--- src/core/lsw_map.vh ---
/*
  Constants for the LIN sleep, wakeup and frame classifier block.
  Assumes a 100 MHz clock and a frame decoder that hands over each
  checked identifier and first data byte.
*/
`ifndef LSW_MAP_VH
`define LSW_MAP_VH
`define LSW_CLK_MHZ 100
`define LSW_ID_MREQ 6'h3C
`define LSW_ID_SRESP 6'h3D
`define LSW_ID_USER 6'h3E
`define LSW_ID_RSVD 6'h3F
`define LSW_ID_UNC_MAX 6'h3B
`define LSW_DIAG_LEN 4'h8
`define LSW_CODE_RESP 8'h10
`define LSW_CODE_HDR 8'h11
`define LSW_CODE_FULL 8'h12
`define LSW_CODE_WAKE 8'h13
`define LSW_CODE_IDLE 8'h14
`define LSW_CODE_BERR 8'h15
`define LSW_CLS_UNC 3'h0
`define LSW_CLS_EVT 3'h1
`define LSW_CLS_SPO 3'h2
`define LSW_CLS_DIAG 3'h3
`define LSW_CLS_USER 3'h4
`define LSW_CLS_RSVD 3'h5
`define LSW_US_WAKE 250
`define LSW_US_WAKE_MAX 5000
`define LSW_MS_READY 100
`define LSW_MS_RETRY 150
`define LSW_MS_LONG 1500
`define LSW_MS_IDLE 4000
`define LSW_TRIES 2'h3
`define LSW_US_PAD 13'h0032
`define LSW_US_PER_MS 1000
`define LSW_SLEEP_BYTE 8'h00
`endif

--- src/core/lsw_core.v ---
/*
  LIN sleep, wakeup and frame classification control.
  Assumes an external frame decoder delivering checked identifiers,
  break detection and errors; bus pins are synchronous to CLOCK.
*/
`timescale 1ns/10ps
`include "lsw_map.vh"
module lsw_core #(
  parameter IDLE_MS = `LSW_MS_IDLE,
  parameter LONG_MS = `LSW_MS_LONG,
  parameter RETRY_MS = `LSW_MS_RETRY,
  parameter READY_MS = `LSW_MS_READY,
  parameter WAKE_US = `LSW_US_WAKE,
  parameter US_DIV = `LSW_CLK_MHZ,
  parameter MS_DIV = `LSW_US_PER_MS
) (
  input wire CLOCK,
  input wire RSTN,
  input wire MASTER_MODE,
  input wire SLEEP_SET,
  input wire WAKE_REQ,
  input wire BUS_RX,
  input wire BREAK_SEEN,
  input wire HDR_VALID,
  input wire [5:0] HDR_ID,
  input wire HDR_EVENT,
  input wire HDR_SPORADIC,
  input wire RESP_DONE,
  input wire [3:0] RESP_LEN,
  input wire [7:0] RESP_BYTE0,
  input wire RESP_ERR,
  input wire RESP_COLLIDE,
  input wire DATA_UPDATED,
  input wire [5:0] OWN_ID,
  output reg BUS_TX_DOM,
  output reg SLEEPING,
  output reg READY,
  output reg IGNORE_BUS,
  output reg RESPOND_EN,
  output reg [7:0] RESP_PID,
  output reg POLL_SINGLE,
  output reg HDR_PERMIT,
  output reg [2:0] FRAME_CLASS,
  output reg EVT_VALID,
  output reg [7:0] EVT_CODE,
  output reg GOTO_SLEEP_SEEN
);
  // Wakeup state codes
  localparam ST_AWAKE = 3'h0;
  localparam ST_PULSE = 3'h1;
  localparam ST_WAIT = 3'h2;
  localparam ST_LONG = 3'h3;
  localparam ST_ASLEEP = 3'h4;
  localparam ST_SETTLE = 3'h5;

  // Microsecond and millisecond enables
  wire us_tick;
  reg ms_tick;
  reg [9:0] us_cnt;
  // State and counters
  reg [2:0] state;
  reg [12:0] t_us;
  reg [12:0] t_ms;
  reg [1:0] tries;
  reg [12:0] idle_ms;
  reg idle_posted;
  reg [12:0] dom_us;
  reg sync_lost;
  reg hdr_mreq; // Open frame is a master request
  // Protected identifier of own unconditional frame
  wire p0 = OWN_ID[0] ^ OWN_ID[1] ^ OWN_ID[2] ^ OWN_ID[4];
  wire p1 = ~(OWN_ID[1] ^ OWN_ID[3] ^ OWN_ID[4] ^ OWN_ID[5]);
  wire [7:0] own_pid = {p1, p0, OWN_ID};

  lsw_tick #(
    .DIV(US_DIV)
  ) u_tick (
    .clk(CLOCK),
    .rstn(RSTN),
    .tick(us_tick)
  );

  ////////////////////////////////////////////////////////////////////////
  // Millisecond enable from microsecond ticks
  always @(posedge CLOCK) begin
    if (!RSTN) begin
      us_cnt <= 10'h000;
      ms_tick <= 1'b0;
    end else begin
      ms_tick <= 1'b0;
      if (us_tick) begin
        if (us_cnt == MS_DIV[9:0] - 10'h001) begin
          us_cnt <= 10'h000;
          ms_tick <= 1'b1;
        end else begin
          us_cnt <= us_cnt + 10'h001;
        end
      end
    end
  end

  ////////////////////////////////////////////////////////////////////////
  // Bus inactivity timer, restarted by any dominant level
  always @(posedge CLOCK) begin
    if (!RSTN) begin
      idle_ms <= 13'h0000;
      idle_posted <= 1'b0;
    end else if (!BUS_RX || SLEEPING) begin
      idle_ms <= 13'h0000;
      idle_posted <= 1'b0;
    end else if (ms_tick && idle_ms != IDLE_MS[12:0]) begin
      idle_ms <= idle_ms + 13'h0001;
    end else if (idle_ms == IDLE_MS[12:0] && !idle_posted) begin
      idle_posted <= 1'b1;
    end
  end

  ////////////////////////////////////////////////////////////////////////
  // Dominant width meter, used to recognise a remote wakeup
  always @(posedge CLOCK) begin
    if (!RSTN) begin
      dom_us <= 13'h0000;
    end else if (BUS_RX) begin
      dom_us <= 13'h0000;
    end else if (us_tick && dom_us != 13'h1FFF) begin
      dom_us <= dom_us + 13'h0001;
    end
  end
  // Remote wakeup seen when a long dominant pulse ends
  wire wake_rx = BUS_RX && (dom_us >= WAKE_US[12:0]) &&
                 (state == ST_ASLEEP);

  ////////////////////////////////////////////////////////////////////////
  // Sleep and wakeup sequencer; master and slave share one timing
  always @(posedge CLOCK) begin
    if (!RSTN) begin
      state <= ST_AWAKE;
      t_us <= 13'h0000;
      t_ms <= 13'h0000;
      tries <= 2'h0;
      SLEEPING <= 1'b0;
      READY <= 1'b1;
      BUS_TX_DOM <= 1'b0;
    end else begin
      case (state)
        ST_AWAKE: begin
          // Only host control puts the node to sleep
          if (SLEEP_SET) begin
            state <= ST_ASLEEP;
            SLEEPING <= 1'b1;
            READY <= 1'b0;
          end
        end
        ST_ASLEEP: begin
          if (WAKE_REQ) begin
            state <= ST_PULSE;
            t_us <= 13'h0000;
            tries <= 2'h0;
            BUS_TX_DOM <= 1'b1;
          end else if (wake_rx) begin
            state <= ST_SETTLE;
            t_ms <= 13'h0000;
          end
        end
        ST_PULSE: begin
          // Dominant pulse held a fixed, legal width
          if (us_tick) begin
            t_us <= t_us + 13'h0001;
          end
          if (t_us == WAKE_US[12:0] + `LSW_US_PAD) begin
            BUS_TX_DOM <= 1'b0;
            state <= ST_WAIT;
            t_ms <= 13'h0000;
            tries <= tries + 2'h1;
            SLEEPING <= 1'b0;
          end
        end
        ST_SETTLE: begin
          // Become ready one millisecond inside the allowed window
          SLEEPING <= 1'b0;
          if (ms_tick) begin
            t_ms <= t_ms + 13'h0001;
          end
          if (t_ms == READY_MS[12:0] - 13'h0001) begin
            READY <= 1'b1;
            state <= ST_AWAKE;
          end
        end
        ST_WAIT: begin
          READY <= 1'b1;
          if (ms_tick) begin
            t_ms <= t_ms + 13'h0001;
          end
          if (HDR_VALID || BREAK_SEEN) begin
            state <= ST_AWAKE;
          end else if (t_ms == RETRY_MS[12:0]) begin
            t_ms <= 13'h0000;
            if (tries == `LSW_TRIES) begin
              state <= ST_LONG;
            end else begin
              state <= ST_PULSE;
              t_us <= 13'h0000;
              BUS_TX_DOM <= 1'b1;
            end
          end
        end
        ST_LONG: begin
          if (ms_tick) begin
            t_ms <= t_ms + 13'h0001;
          end
          if (HDR_VALID || BREAK_SEEN) begin
            state <= ST_AWAKE;
          end else if (t_ms == LONG_MS[12:0]) begin
            state <= ST_PULSE;
            t_us <= 13'h0000;
            tries <= 2'h0;
            BUS_TX_DOM <= 1'b1;
          end
        end
        default: begin
          state <= ST_AWAKE;
        end
      endcase
    end
  end

  ////////////////////////////////////////////////////////////////////////
  // Master header permission: held off until slaves are ready after a remote wakeup, but only until the pulse ends after a local one
  always @(posedge CLOCK) begin
    if (!RSTN) begin
      HDR_PERMIT <= 1'b1;
    end else if (!MASTER_MODE) begin
      HDR_PERMIT <= 1'b0;
    end else if (state == ST_SETTLE) begin
      HDR_PERMIT <= 1'b0;
    end else begin
      HDR_PERMIT <= READY && !SLEEPING;
    end
  end

  ////////////////////////////////////////////////////////////////////////
  // Error confinement: drop the frame until the next break
  always @(posedge CLOCK) begin
    if (!RSTN) begin
      sync_lost <= 1'b0;
    end else if (RESP_ERR) begin
      // An error in the break cycle wins; the frame is still suspect
      sync_lost <= 1'b1;
    end else if (BREAK_SEEN) begin
      sync_lost <= 1'b0;
    end
  end

  ////////////////////////////////////////////////////////////////////////
  // Frame classification, response decisions and host events
  always @(posedge CLOCK) begin
    if (!RSTN) begin
      FRAME_CLASS <= `LSW_CLS_UNC;
      RESPOND_EN <= 1'b0;
      RESP_PID <= 8'h00;
      hdr_mreq <= 1'b0;
      POLL_SINGLE <= 1'b0;
      EVT_VALID <= 1'b0;
      EVT_CODE <= 8'h00;
      GOTO_SLEEP_SEEN <= 1'b0;
      IGNORE_BUS <= 1'b0;
    end else begin
      EVT_VALID <= 1'b0;
      GOTO_SLEEP_SEEN <= 1'b0;
      // Raised from the erroring edge so the host sees it at once
      IGNORE_BUS <= RESP_ERR || (sync_lost && !BREAK_SEEN);
      if (BREAK_SEEN) begin
        POLL_SINGLE <= POLL_SINGLE && !MASTER_MODE ? 1'b0 : POLL_SINGLE;
      end
      if (HDR_VALID && !sync_lost) begin
        // Header from master task opens the frame
        RESPOND_EN <= 1'b0;
        RESP_PID <= own_pid;
        hdr_mreq <= HDR_ID == `LSW_ID_MREQ;
        if (HDR_ID == `LSW_ID_RSVD) begin
          FRAME_CLASS <= `LSW_CLS_RSVD;
        end else if (HDR_ID == `LSW_ID_USER) begin
          FRAME_CLASS <= `LSW_CLS_USER;
          RESPOND_EN <= 1'b1;
        end else if (HDR_ID == `LSW_ID_MREQ ||
                     HDR_ID == `LSW_ID_SRESP) begin
          FRAME_CLASS <= `LSW_CLS_DIAG;
          RESPOND_EN <= HDR_ID == `LSW_ID_SRESP;
        end else if (HDR_EVENT) begin
          FRAME_CLASS <= `LSW_CLS_EVT;
          RESPOND_EN <= DATA_UPDATED;
        end else if (HDR_SPORADIC) begin
          FRAME_CLASS <= `LSW_CLS_SPO;
          RESPOND_EN <= MASTER_MODE && DATA_UPDATED;
        end else if (HDR_ID <= `LSW_ID_UNC_MAX) begin
          FRAME_CLASS <= `LSW_CLS_UNC;
          RESPOND_EN <= HDR_ID == OWN_ID;
        end
        if (MASTER_MODE) begin
          EVT_VALID <= 1'b1;
          EVT_CODE <= `LSW_CODE_HDR;
        end
      end else if (RESP_DONE && !sync_lost && !RESP_ERR) begin
        RESPOND_EN <= 1'b0;
        if (FRAME_CLASS == `LSW_CLS_EVT && RESP_COLLIDE) begin
          EVT_VALID <= 1'b1;
          EVT_CODE <= `LSW_CODE_BERR;
          POLL_SINGLE <= MASTER_MODE;
        end else if (FRAME_CLASS == `LSW_CLS_DIAG &&
                     RESP_LEN != `LSW_DIAG_LEN) begin
          EVT_VALID <= 1'b1;
          EVT_CODE <= `LSW_CODE_BERR;
        end else begin
          EVT_VALID <= 1'b1;
          EVT_CODE <= `LSW_CODE_FULL;
          // Identifier input is only valid with the header: use the copy
          if (hdr_mreq && RESP_BYTE0 == `LSW_SLEEP_BYTE) begin
            GOTO_SLEEP_SEEN <= 1'b1;
          end
        end
      end else if (RESP_ERR || RESP_COLLIDE) begin
        RESPOND_EN <= 1'b0;
        EVT_VALID <= 1'b1;
        EVT_CODE <= `LSW_CODE_BERR;
        if (RESP_COLLIDE && FRAME_CLASS == `LSW_CLS_EVT) begin
          POLL_SINGLE <= MASTER_MODE;
        end
      end else if (wake_rx) begin
        EVT_VALID <= 1'b1;
        EVT_CODE <= `LSW_CODE_WAKE;
      end else if (idle_ms == IDLE_MS[12:0] && !idle_posted) begin
        EVT_VALID <= 1'b1;
        EVT_CODE <= `LSW_CODE_IDLE;
      end
    end
  end
endmodule

--- src/core/lsw_tick.v ---
/*
  Divider that produces a one-cycle pulse every DIV clocks.
  Assumes a single clock and a synchronous active-low reset.
*/
`timescale 1ns/10ps
module lsw_tick #(
  parameter DIV = 100
) (
  input wire clk,
  input wire rstn,
  output reg tick
);
  // Counter for the divider
  reg [19:0] cnt;

  ////////////////////////////////////////////////////////////////////////
  // Count up and emit a pulse at terminal value
  always @(posedge clk) begin
    if (!rstn) begin
      cnt <= 20'h00000;
      tick <= 1'b0;
    end else if (cnt == DIV[19:0] - 20'h00001) begin
      cnt <= 20'h00000;
      tick <= 1'b1;
    end else begin
      cnt <= cnt + 20'h00001;
      tick <= 1'b0;
    end
  end
endmodule

--- config.mk ---
export PLATFORM = sky130hd
export DESIGN_NAME = lsw_core
export DESIGN_NICKNAME = d
export VERILOG_FILES = /design/src/core/lsw_core.v /design/src/core/lsw_tick.v
export VERILOG_INCLUDE_DIRS = /design/src /design/src/core
export SDC_FILE = /design/constraint.sdc
export NUM_CORES = 1
export LEC_CHECK = 0
export BUFFER_PORTS_ARGS = -buffer_cell sky130_fd_sc_hd__clkbuf_2
export CAP_MARGIN = 20
export CORE_MARGIN = 3
export CORE_UTILIZATION = 39
export CTS_CLUSTER_DIAMETER = 40
export CTS_CLUSTER_SIZE = 16
export DETAILED_ROUTE_END_ITERATION = 10
export GPL_ROUTABILITY_DRIVEN = 0
export PLACE_DENSITY = 0.54
export SYNTH_ARGS = -nofsm -noshare
export SYNTH_HDL_FRONTEND = slang
export SYNTH_HIERARCHICAL = 1
export SYNTH_SLANG_ARGS = --single-unit
--- constraint.sdc ---
create_clock -name CLOCK -period 4.3 [get_ports CLOCK]
set_input_delay 0.645 -clock CLOCK [delete_from_list [all_inputs] [get_ports CLOCK]]
set_output_delay 0.645 -clock CLOCK [all_outputs]
set_load 0.02 [all_outputs]
; Word level (Yosys, flattened, before mapping)
; Cells that the tools add are included.
[totals]
reg_bits = 120
out_inout_bits = 28
elab_cells = 224
[classes]
addsub = 7
magnitude_cmp = 2
n_eq_ne = 39
n_mux = 87
bitwise_logic = 10
reduce_logical = 54
[ops]
columns = operator, n
row1 = $mux 13, 13
row2 = $pmux 13 s4, 2
row3 = $add 13x1->13 const B, 4
row4 = $mux 3, 17
row5 = $mux 8, 6
row6 = $mux 1, 38
row7 = $eq 6x6->1 const B, 4
row8 = $ne 2x2->1 const B, 12
row9 = $add 20x1->20 const B, 1
row10 = $eq 20x7->1 const B, 1
row11 = $pmux 3 s6, 1
row12 = $reduce_and 8->1, 2
row13 = $logic_and 1x1->1, 15
row14 = $eq 13x11->1 const B, 1
row15 = $eq 13x12->1 const B, 1
row16 = $eq 13x7->1 const B, 1
row17 = $eq 13x8->1 const B, 1
row18 = $eq 13x9->1 const B, 1
row19 = $ge 13x8->1 const B, 1
row20 = $ne 13x12->1 const B, 1
row21 = $ne 13x13->1 const B, 1
row22 = $reduce_bool 3->1, 4
row23 = $add 10x1->10 const B, 1
row24 = $eq 10x10->1 const B, 1
row25 = other kinds (32), 69

; Longest topological paths before layout
; Gate-level depths: netlist of run 1.
[logic_depth]
word_depth = 8
ltp_mapped = 8
ltp_nobuf = 7

; Cells and area by module
; The synthesis of run 1 kept the hierarchy.
[by_module_without_submodules]
columns = mod, instances, cells_each, area_each_um2, seq_area_each_um2
row1 = lsw_core, 1, 605, 5006.1, 1901.8
row2 = lsw_tick, 1, 108, 934.6, 420.4

; Worst setup path before layout of run 1
; OpenSTA, ideal clock, no wires.
[synth_path]
path_kind = reg2reg
startpoint = reg t_ms[9]
endpoint = reg state[1]
setup_time_ns = 0.116
arrival_time_ns = 1.941
path_slack_ns = 2.243
stages_incl_launch_ff = 6
n_path_buf = 0
cell_sequence = dfxtp_1 > or3_4 > or4_4 > or2_4 > a211o_1 > o211a_1
[synth_between]
elab_chain_len = 3
elab_cells_between_ends = 7
classes_between = 6 x eq/ne / 1 x reduce/logical
[synth_lines]
columns = item, line_no
row1 = start: declaration, lsw_core.v:63  ; reg [12:0] t_ms;
row2 = start signal: assignment, lsw_core.v:182  ; t_ms <= t_ms + 13'h0001;
row3 = start signal: assignment, lsw_core.v:192  ; t_ms <= t_ms + 13'h0001;
row4 = start signal: assignment, lsw_core.v:209  ; t_ms <= t_ms + 13'h0001;
row5 = "$eq 13x11->1, or another cell as far along", lsw_core.v:213  ; end else if (t_ms == LONG_MS[12:0]) begin
row6 = $ne 3x3->1 (no source line) or $ne 2x2->1 (tied branches), --
row7 = $reduce_and 6->1 (no source line) *, --
row8 = end signal: assignment, lsw_core.v:212  ; state <= ST_AWAKE;
row9 = end signal: assignment, lsw_core.v:214  ; state <= ST_PULSE;
row10 = end signal: assignment, lsw_core.v:221  ; state <= ST_AWAKE;
row11 = end: declaration, lsw_core.v:61  ; reg [2:0] state;
; Every way passes the cells marked *; elsewhere a longest branch is shown, timed or not.
; A chain may end at the register's enable or synchronous reset.

; Final worst setup path of run 1
[layout_path]
startpoint = reg state[0]
endpoint = reg t_ms[11]
[layout_between]
elab_chain_len = 4
elab_cells_between_ends = 13
classes_between = 8 x eq/ne / 1 x mux / 4 x reduce/logical
[layout_lines]
columns = item, line_no
row1 = start signal: assignment, lsw_core.v:137  ; state <= ST_AWAKE;
row2 = start signal: assignment, lsw_core.v:149  ; state <= ST_ASLEEP;
row3 = start signal: assignment, lsw_core.v:156  ; state <= ST_PULSE;
row4 = "$eq 3x3->1, or another cell as far along", lsw_core.v:145  ; case (state)
row5 = $reduce_or 2->1 (no source line) or $logic_and 1x1->1 (tied branches), --
row6 = $reduce_bool 4->1 (no source line) or $ne 2x2->1 (tied branches), --
row7 = $reduce_and 4->1 (no source line), --
; Several ways; a longest one is shown, not always the timed one.

==> results of run 1 <==
-- routing by layer --
layer  part of all wire (%)  track usage [%]  up-vias
met5                      0                0        -
met2                     47            28.14      104
met3                    3.9            4.946       22
li1                       -                -     2697
met4                    1.9            7.213        0
met1                     47            23.66     2545
-- power breakdown --
part	switching [µW]	leakage (µW)	internal, µW	total, µW
clock network	494	0.000275	893	1390
registers	54.3	0.000940	1110	1170
logic	317	0.00120	169	486
-- final cells by class --
| cell class | count | area, µm² |
|---|---|---|
| Clock buffer | 23 | 478.0 |
| Inverter | 27 | 101.3 |
| Multi-Input combinational cell | 540 | 3373 |
| Fill cell | 1425 | 7750 |
| Tap cell | 184 | 230.2 |
| Clock inverter | 8 | 101.3 |
| Timing Repair Buffer | 66 | 342.8 |
| Sequential cell | 116 | 2322 |
-- logic make-up after synthesis --
| logic type | synth area share, % |
|---|---|
| buffers and inverters | 4.318 |
| adder cells (fa/ha/maj) | 2.527 |
| AND/OR/NAND/NOR | 27.95 |
| XOR/XNOR | 7.961 |
| multiplexers | 0.3370 |
| flip-flops | 39.09 |
| other | 0.06312 |
| AO/OA/AOI/OAI | 17.75 |
-- worst reg2reg max path, stage by stage (launching register included) --
cell and delay, ps:
dfxtp_1 570, or3b_1 540, a41oi_1 550, a21oi_1 320, and2_1 310, a311oi_1 290
-- metrics by stage --
step	instances	area (µm²)	total power, µW
2_1_floorplan	716	5952	1534
3_5_place_dp	933	6370	1672
5_1_grt	964	6949	3180
3_3_place_gp	933	6370	1665
6_report	964	6949	3042
4_1_cts	964	6949	3070
-- cells in the final DEF (no fill, tap or decap), types with 20 or more instances in the layout --
cell / count
a21oi_1: 40
clkbuf_2: 61
dfxtp_1: 116
inv_1: 27
nand2_1: 73
nand3_1: 25
nand4_1: 28
nor2_1: 81
o21ai_0: 20
xnor2_1: 41
-- state kept, by name, summed over array words and instances, names as in the netlist, 2 cells and up --
register,count
RESP_PID,8
idle_ms,13
t_ms,13
dom_us,13
u_tick/cnt,20
EVT_CODE,4
us_cnt,10
t_us,13
FRAME_CLASS,3
state,3
tries,2
-- path summary, 6_finish.rpt --
check / depth (start not counted) / end / slack (ps)
worst min-delay path: 2 / idle_posted / 450
worst max register to register: 5 / t_ms[11] / 1630
worst min register to register: 2 / idle_posted / 450
worst max-delay path: 5 / t_ms[11] / 1630
==> metrics.txt, run 1 <==
Synth top area share 39.09%; worst slack, placed 1620 ps; register area share after synthesis 39.09%; worst min path class reg -> reg; maxcap violations 0; count leader, synth dfxtp_1; worst-margin pin slew 989.7 ps; Post-synth top cells dfxtp_1 (116), nor2_1 (81), nand2_1 (73); DP Wirelength 10.45 mm; die area 16,750 µm²; vias 5,368; largest fanout on the critical path 13; critical path type reg -> reg; drt initial violations 448; average size of a mapped cell 8.332 µm²; CP cell instances or3b_1 > a41oi_1 > a21oi_1 > and2_1 > a311oi_1; Starting Density 40.42%; Skew-Pair Late Insertion Delay 420 ps; IO Count 66; Final Core Density 47.28%; period utilization 62.01%; final setup TNS 0 ps; post-layout worst setup margin 1634 ps; clk slew on worst S/H paths 60 ps; leakage power 0.002412 µW; hold bufs inserted after CTS 0; Hold Crit Start idle_posted; family with the most delay on the worst path compound AO/OA/AOI/OAI gates; Synth Flop Type dfxtp_1; CP peak stage delay 570 ps; first-pass GRT wire length 24.34 mm; vias in the first global route 5,013; distinct cell type count after synthesis 71; Routed Antenna Nets 0; Yosys warnings 6; Post-Syn Area 5941 µm²; largest net degree at the start of global routing 38; Vias/cell 5.568; Core Area 14,700 µm²; Critical R2R Launch state[0]; final wirelength 14.77 mm; Worst Setup End Kind flip-flop; initial antenna violation count 0; RSZ-0062 raised after global routing false; Die W 129.4 µm; Final min period 2666 ps; first drt pass iteration count 5; Buf/Inv on CP 0; hold_ws 446.6 ps; Final Hold Vio Count 0; cell area power density 437.7 nW/µm²; Async SR Flop Fraction 0%; flops & latches, synth 116; Fin Clk Skew 18.50 ps; outcome finished, final reports clean; crit start category flip-flop; setup violators final 0; CTS sink cnt 116; number of flops mapped to enable cells by yosys 0; DRC 0; total CTS buffers 17; cell taking the most area after synthesis dfxtp_1; Worst IR Drop VDD 0.0002780 V; gr ovfl total 0; die height 129.4 µm; synth top area cells dfxtp_1 (39%), xnor2_1 (6.0%), nor2_1 (5.1%); GR Util All Layers 18.01%; nets@finish 818; CTS tree built; Slew Limit Fails 0; CTS HTree Levels 4; PortBufs 61; Slew headroom 34.02%; Max Clk Rate 375.0 MHz; Synth Instances 713; CP arrival 2980 ps; post-CTS sizing 0; mean routed wirelength per cell 15.32 µm; layout cells sized above 1 14.49%; Worst Path Required 4610 ps; postcts setup bufs 0; Critical Path Start state[0]; CP max stage cell dfxtp_1; Clock Tree Buf Depth 2; clk root buf clkbuf_16; Antenna Cells 0; # rows 44; Area Growth Syn to Fin 16.98%
(Power assumes the default switching activity.)
==> run 2, diff against run 1 <==
clock period = 2.79 ns   (was 4.3 ns; I/O delays follow)
==> metrics.txt, run 2 (synthesis gave the netlist of run 1 again) <==
outcome finished, final reports clean (unchanged); gr ovfl total 0 (unchanged); Worst Setup End Kind flip-flop (unchanged); largest net degree at the start of global routing 39 (was 38); Routed Antenna Nets 0 (unchanged); CTS tree built (unchanged); CTS sink cnt 116 (unchanged); DRC 0 (unchanged); Final Core Density 47.53% (was 47.28%); total CTS buffers 17 (unchanged); most frequent cells in the layout dfxtp_1 (116), nor2_1 (81), nand2_1 (73), clkbuf_2 (61), xnor2_1 (41) (unchanged); commonest non-fill, non-tap cell in the layout dfxtp_1 (unchanged); die area 16,750 µm² (unchanged); worst-margin pin slew 1021 ps (was 989.7 ps); CP arrival 2650 ps (was 2980 ps); GR Util All Layers 18.27% (was 18.01%); CP cell instances nor2b_1 > a21boi_0 > a21oi_1 > a41oi_1 > a311oi_1 (was or3b_1 > a41oi_1 > a21oi_1 > and2_1 > a311oi_1); RSZ-0062 raised after global routing false (unchanged); clk root buf clkbuf_16 (unchanged); Max Clk Rate 430.2 MHz (was 375.0 MHz); Critical R2R Launch state[2] (was state[0]); mean routed wirelength per cell 15.18 µm (was 15.32 µm); CP peak stage delay 820 ps (was 570 ps); Largest Register u_tick/cnt (unchanged); Fin Clk Skew 12.81 ps (was 18.50 ps); Antenna Cells 0 (unchanged); Final Hold Vio Count 0 (unchanged); vias in the first global route 5,148 (was 5,013); DP Wirelength 10.72 mm (was 10.45 mm); CP max stage cell a21oi_1 (was dfxtp_1); Area Growth Syn to Fin 17.61% (was 16.98%); maxcap violations 0 (unchanged); Worst Path Required 3120 ps (was 4610 ps); postcts setup bufs 0 (unchanged); leakage power 0.002443 µW (was 0.002412 µW); Buf/Inv on CP 0 (unchanged); CTS HTree Levels 4 (unchanged); setup violators final 0 (unchanged); family with the most delay on the worst path compound AO/OA/AOI/OAI gates (unchanged); critical path type reg -> reg (unchanged); # rows 44 (unchanged); crit start category flip-flop (unchanged); Hold Crit Start RESP_ERR (was idle_posted); Final min period 2324 ps (was 2666 ps); Worst IR Drop VDD 0.0005253 V (was 0.0002780 V); Critical Path Start state[2] (was state[0]); Slew headroom 31.96% (was 34.02%); nets@finish 825 (was 818); IO Count 66 (unchanged); first-pass GRT wire length 24.83 mm (was 24.34 mm); Skew-Pair Late Insertion Delay 420 ps (about the same); post-CTS sizing 0 (unchanged); largest fanout on the critical path 16 (was 13); fillers 1,442 (was 1,425); first drt pass iteration count 5 (unchanged); max FFs per register 20 (unchanged); Starting Density 40.42% (unchanged); PortBufs 61 (unchanged); die height 129.4 µm (unchanged); cell area power density 663.7 nW/µm² (was 437.7 nW/µm²); final total power 4637 µW (was 3042 µW); period utilization 83.31% (was 62.01%); Vias/cell 5.602 (was 5.568); final setup TNS 0 ps (unchanged); final wirelength 14.74 mm (was 14.77 mm); clk slew on worst S/H paths 50 ps (was 60 ps); drt initial violations 304 (was 448); vias 5,440 (was 5,368); Core Area 14,700 µm² (unchanged); worst min path class in -> reg (was reg -> reg); Die W 129.4 µm (unchanged); initial antenna violation count 0 (unchanged); Clock Tree Buf Depth 2 (unchanged); layout cells sized above 1 15.37% (was 14.49%); Slew Limit Fails 0 (unchanged); hold bufs inserted after CTS 0 (unchanged)
-- run 2: final cells by class --
class | count | area [µm²] | share of cell area [%]
clock buffer | 23 | 488.0 | 6.984
clock inverter | 8 | 76.32 | 1.092
inverter | 27 | 101.3 | 1.451
multi-input combinational | 540 | 3373 | 48.28
sequential | 116 | 2322 | 33.24
tap | 184 | 230.2 | 3.295
timing repair buffer | 73 | 395.4 | 5.659
-- run 2: worst paths after layout --
check	endpoint	slack, ps	cells past startpoint
setup / recovery	t_ms[11]	470	5
hold / removal	sync_lost	270	3
setup reg to reg	t_ms[11]	470	5
hold reg to reg	idle_posted	450	2
-- run 2: routing by layer --
metal | global-route usage, % | wire [µm]
met4 | 6.174 | 193
met5 | 0 | 0
met3 | 4.782 | 693
met2 | 28.93 | 7008
met1 | 24.31 | 6847
-- run 2: through the flow --
stage,hold slack [ps],setup slack (ps),cells,instance area (µm²)
2_1_floorplan,422.3,733.2,716,5952
3_3_place_gp,431.0,547.4,940,6422
3_5_place_dp,436.9,481.7,940,6422
4_1_cts,250.6,463.6,971,6987
5_1_grt,279.8,198.9,971,6987
6_report,270.3,465.7,971,6987
-- run 2: where the power goes --
group	internal, µW	switching [µW]	total [µW]
clock	1310	754	2060
sequential	1720	82.9	1800
combinational	283	492	775
total	3310	1330	4640
-- run 2: tightest hold or removal path, stage by stage --
cell and delay (ps):
clkbuf_2 100, a21oi_1 50, nor2_1 70
==> run 3, diff against run 2 <==
ABC_AREA = 1   (was default)
clock period = 2.3 ns   (was 2.79 ns; I/O delays follow)
==> metrics.txt, run 3 <==
Fin Clk Skew 8.816 ps (was 12.81 ps); Post-synth top cells nand2_1 (266), nor2_1 (141), inv_1 (129) (was dfxtp_1 (116), nor2_1 (81), nand2_1 (73)); family with the most delay on the worst path simple AND/OR/NAND/NOR gates (was compound AO/OA/AOI/OAI gates); CP peak stage delay 350 ps (was 820 ps); Worst IR Drop VDD 0.0005588 V (was 0.0005253 V); worst min path class in -> reg (unchanged); worst-margin pin slew 590.4 ps (was 1021 ps); Buf/Inv on CP 2 (was 0); cell area power density 823.1 nW/µm² (was 663.7 nW/µm²); Synth Area in Simple Gates 36.87% (was 27.95%); xor/xnor share of the synthesized area 3.801% (was 7.961%); CP arrival 2260 ps (was 2650 ps); final wirelength 16.39 mm (was 14.74 mm); Critical R2R Launch t_us[0] (was state[2]); synth top area cells dfxtp_1 (36%), nand2_1 (15%), nor2_1 (8.2%) (was dfxtp_1 (39%), xnor2_1 (6.0%), nor2_1 (5.1%)); number of flops mapped to enable cells by yosys 0 (unchanged); nets@finish 1,128 (was 825); die height 134.6 µm (was 129.4 µm); hold_ws 207.7 ps (was 270.3 ps); placed instance area 6998 µm² (was 6422 µm²); vias 6,208 (was 5,440); CP most frequent cell nand2_1; FF-to-FF path depth 11 (was 5); most frequent cells in the layout nand2_1 (266), nor2_1 (140), inv_1 (129), dfxtp_1 (116), a21oi_1 (81) (was dfxtp_1 (116), nor2_1 (81), nand2_1 (73), clkbuf_2 (61), xnor2_1 (41)); commonest non-fill, non-tap cell in the layout nand2_1 (was dfxtp_1); postcts setup bufs 0 (unchanged); Post-Syn Area 6451 µm² (was 5941 µm²); DRC 0 (unchanged); gr ovfl total 0 (unchanged); flops & latches, synth 116 (unchanged); Async SR Flop Fraction 0% (unchanged); leakage power 0.003137 µW (was 0.002443 µW); count leader, synth nand2_1 (was dfxtp_1); IO Count 66 (unchanged); CP cell instances inv_1 > ha_1 > nand2_1 > nor2_1 > nand3_1 > nand2_1 > inv_1 > nor2_1 > nand2_1 > nand2_1 > a21oi_1 (was nor2b_1 > a21boi_0 > a21oi_1 > a41oi_1 > a311oi_1); depth of the worst hold-timing path 3 (unchanged); Worst Setup End Kind flip-flop (unchanged); layout cells sized above 1 11.27% (was 15.37%); Area Growth Syn to Fin 17.32% (was 17.61%); Die W 134.6 µm (was 129.4 µm); vias in the first global route 5,782 (was 5,148); mux contribution to synthesized area 0% (was 0.3370%); largest fanout on the critical path 11 (was 16); Hold Path Sink sync_lost (unchanged); largest net degree at the start of global routing 24 (was 39); largest family of logic cells by synthesized area simple AND/OR/NAND/NOR gates (unchanged); Max Clk Rate 506.0 MHz (was 430.2 MHz); Core Area 16,060 µm² (was 14,700 µm²); Slew headroom 60.34% (was 31.96%); mean routed wirelength per cell 12.54 µm (was 15.18 µm); clk root buf clkbuf_16 (unchanged); DP Wirelength 12.59 mm (was 10.72 mm); GR Util All Layers 19.00% (was 18.27%); first drt pass iteration count 5 (unchanged); Antenna Cells 0 (unchanged); Synth top area share 36.00% (was 39.09%); Clock Tree Buf Depth 2 (unchanged); CP max stage cell dfxtp_1 (was a21oi_1); # rows 46 (was 44); maxcap violations 0 (unchanged); Largest Register u_tick/cnt (unchanged); cell taking the most area after synthesis dfxtp_1 (unchanged); post-CTS sizing 0 (unchanged); register area share after synthesis 36.00% (was 39.09%); Skew-Pair Late Insertion Delay 410 ps (was 420 ps); period utilization 85.92% (was 83.31%); Yosys warnings 6 (unchanged); Synth Area in Adders 2.327% (was 2.527%); Starting Density 40.17% (was 40.42%); first-pass GRT wire length 27.83 mm (was 24.83 mm); final setup TNS 0 ps (unchanged); setup violators final 0 (unchanged); max FFs per register 20 (unchanged); Synth Flop Type dfxtp_1 (unchanged); hold bufs inserted after CTS 0 (unchanged); clk slew on worst S/H paths 60 ps (was 50 ps); Slew Limit Fails 0 (unchanged); Final Hold Vio Count 0 (unchanged); Vias/cell 4.750 (was 5.602); PortBufs 61 (unchanged); initial antenna violation count 0 (unchanged); distinct cell type count after synthesis 40 (was 71); average size of a mapped cell 6.419 µm² (was 8.332 µm²); Compound-Gate Fraction of Synth Area 11.09% (was 17.75%); total CTS buffers 17 (unchanged); crit start category flip-flop (unchanged); Design Area, Final 7569 µm² (was 6987 µm²); Worst Path Required 2580 ps (was 3120 ps); Synth Instances 1,005 (was 713); Routed Antenna Nets 0 (unchanged); RSZ-0062 raised after global routing false (unchanged); critical path type reg -> reg (unchanged); R2R setup slack 320 ps (was 470 ps); Final min period 1976 ps (was 2324 ps); die area 18,120 µm² (was 16,750 µm²); CTS tree built (unchanged); outcome finished, final reports clean (unchanged); drt initial violations 459 (was 304); CTS sink cnt 116 (unchanged); Hold Crit Start RESP_ERR (unchanged); CTS HTree Levels 4 (unchanged); Critical R2R Capture t_ms[2] (was t_ms[11])
==> run 3: cell types whose count changed in the layout (fill, tap and decap cells not counted), sizes merged, moves of 10 or more <==
cell,before,now
a311oi,13,0
xnor2,41,15
or3,10,0
nand4,29,19
o21ai,21,36
nand2,73,269
nand3,26,72
inv,27,133
nor2,81,148
a21oi,40,81
nor3,17,31
==> run 3: worst register-to-register path, delay by kind of cell (launching register included) <==
| family | cells | cell delay (ps) |
|---|---|---|
| DFF | 1 | 350 |
| adders and majority gates | 1 | 150 |
| and+or+nand+nor | 7 | 1120 |
| AOI/OAI and AO/OA | 1 | 80 |
| buffers and inverters | 2 | 150 |
==> run 3: final cells by class <==
cell class | count | area, µm²
clock inverters | 10 | 106.4
repair buffers | 73 | 395.4
clock buffers | 22 | 464.2
well taps | 216 | 270.3
flip-flops and latches | 116 | 2322
multi-input cells | 736 | 3507
fillers | 1675 | 8489
inverters | 134 | 503.0
==> run 3: routing by layer <==
layer	wire, µm	track usage [%]
met4	226	6.391
met2	7321	29.80
met5	0	0
met3	629	4.396
met1	8211	25.86
==> run 3: kinds of logic after synthesis <==
kind of cell | Yosys count
fa+ha+maj | 12
compound gates | 134
buf+inv | 156
other cells | 1
xor+xnor | 28
flops | 116
simple gates | 558
==> run 3: worst max-delay path by stage <==
stage | from | to | slack (ps) | depth (start not counted)
global placement | idle_ms[0] | idle_ms[12] | 340 | 10
floorplan | dom_us[1] | dom_us[3] | 690 | 10
CTS | t_us[0] | t_ms[2] | 320 | 11
global route | t_us[0] | t_ms[11] | 90 | 11
finish | t_us[0] | t_ms[2] | 320 | 11
detailed placement | t_us[0] | t_ms[11] | 340 | 11
==> run 3: power breakdown <==
| group | switching (µW) | total, µW | internal, µW |
|---|---|---|---|
| logic | 1010 | 1450 | 439 |
| registers | 107 | 2230 | 2120 |
| clock network | 918 | 2560 | 1640 |
| total | 2030 | 6230 | 4200 |
==> run 3: through the flow <==
step	util, %	instances	setup WS, ps	power (µW)
2_1_floorplan	-	1008	693.8	3346
3_3_place_gp	43.58	1275	336.7	3739
3_5_place_dp	43.58	1275	345.0	3730
4_1_cts	47.13	1307	317.9	6324
5_1_grt	47.13	1307	85.23	6602
6_report	47.13	1307	323.8	6230
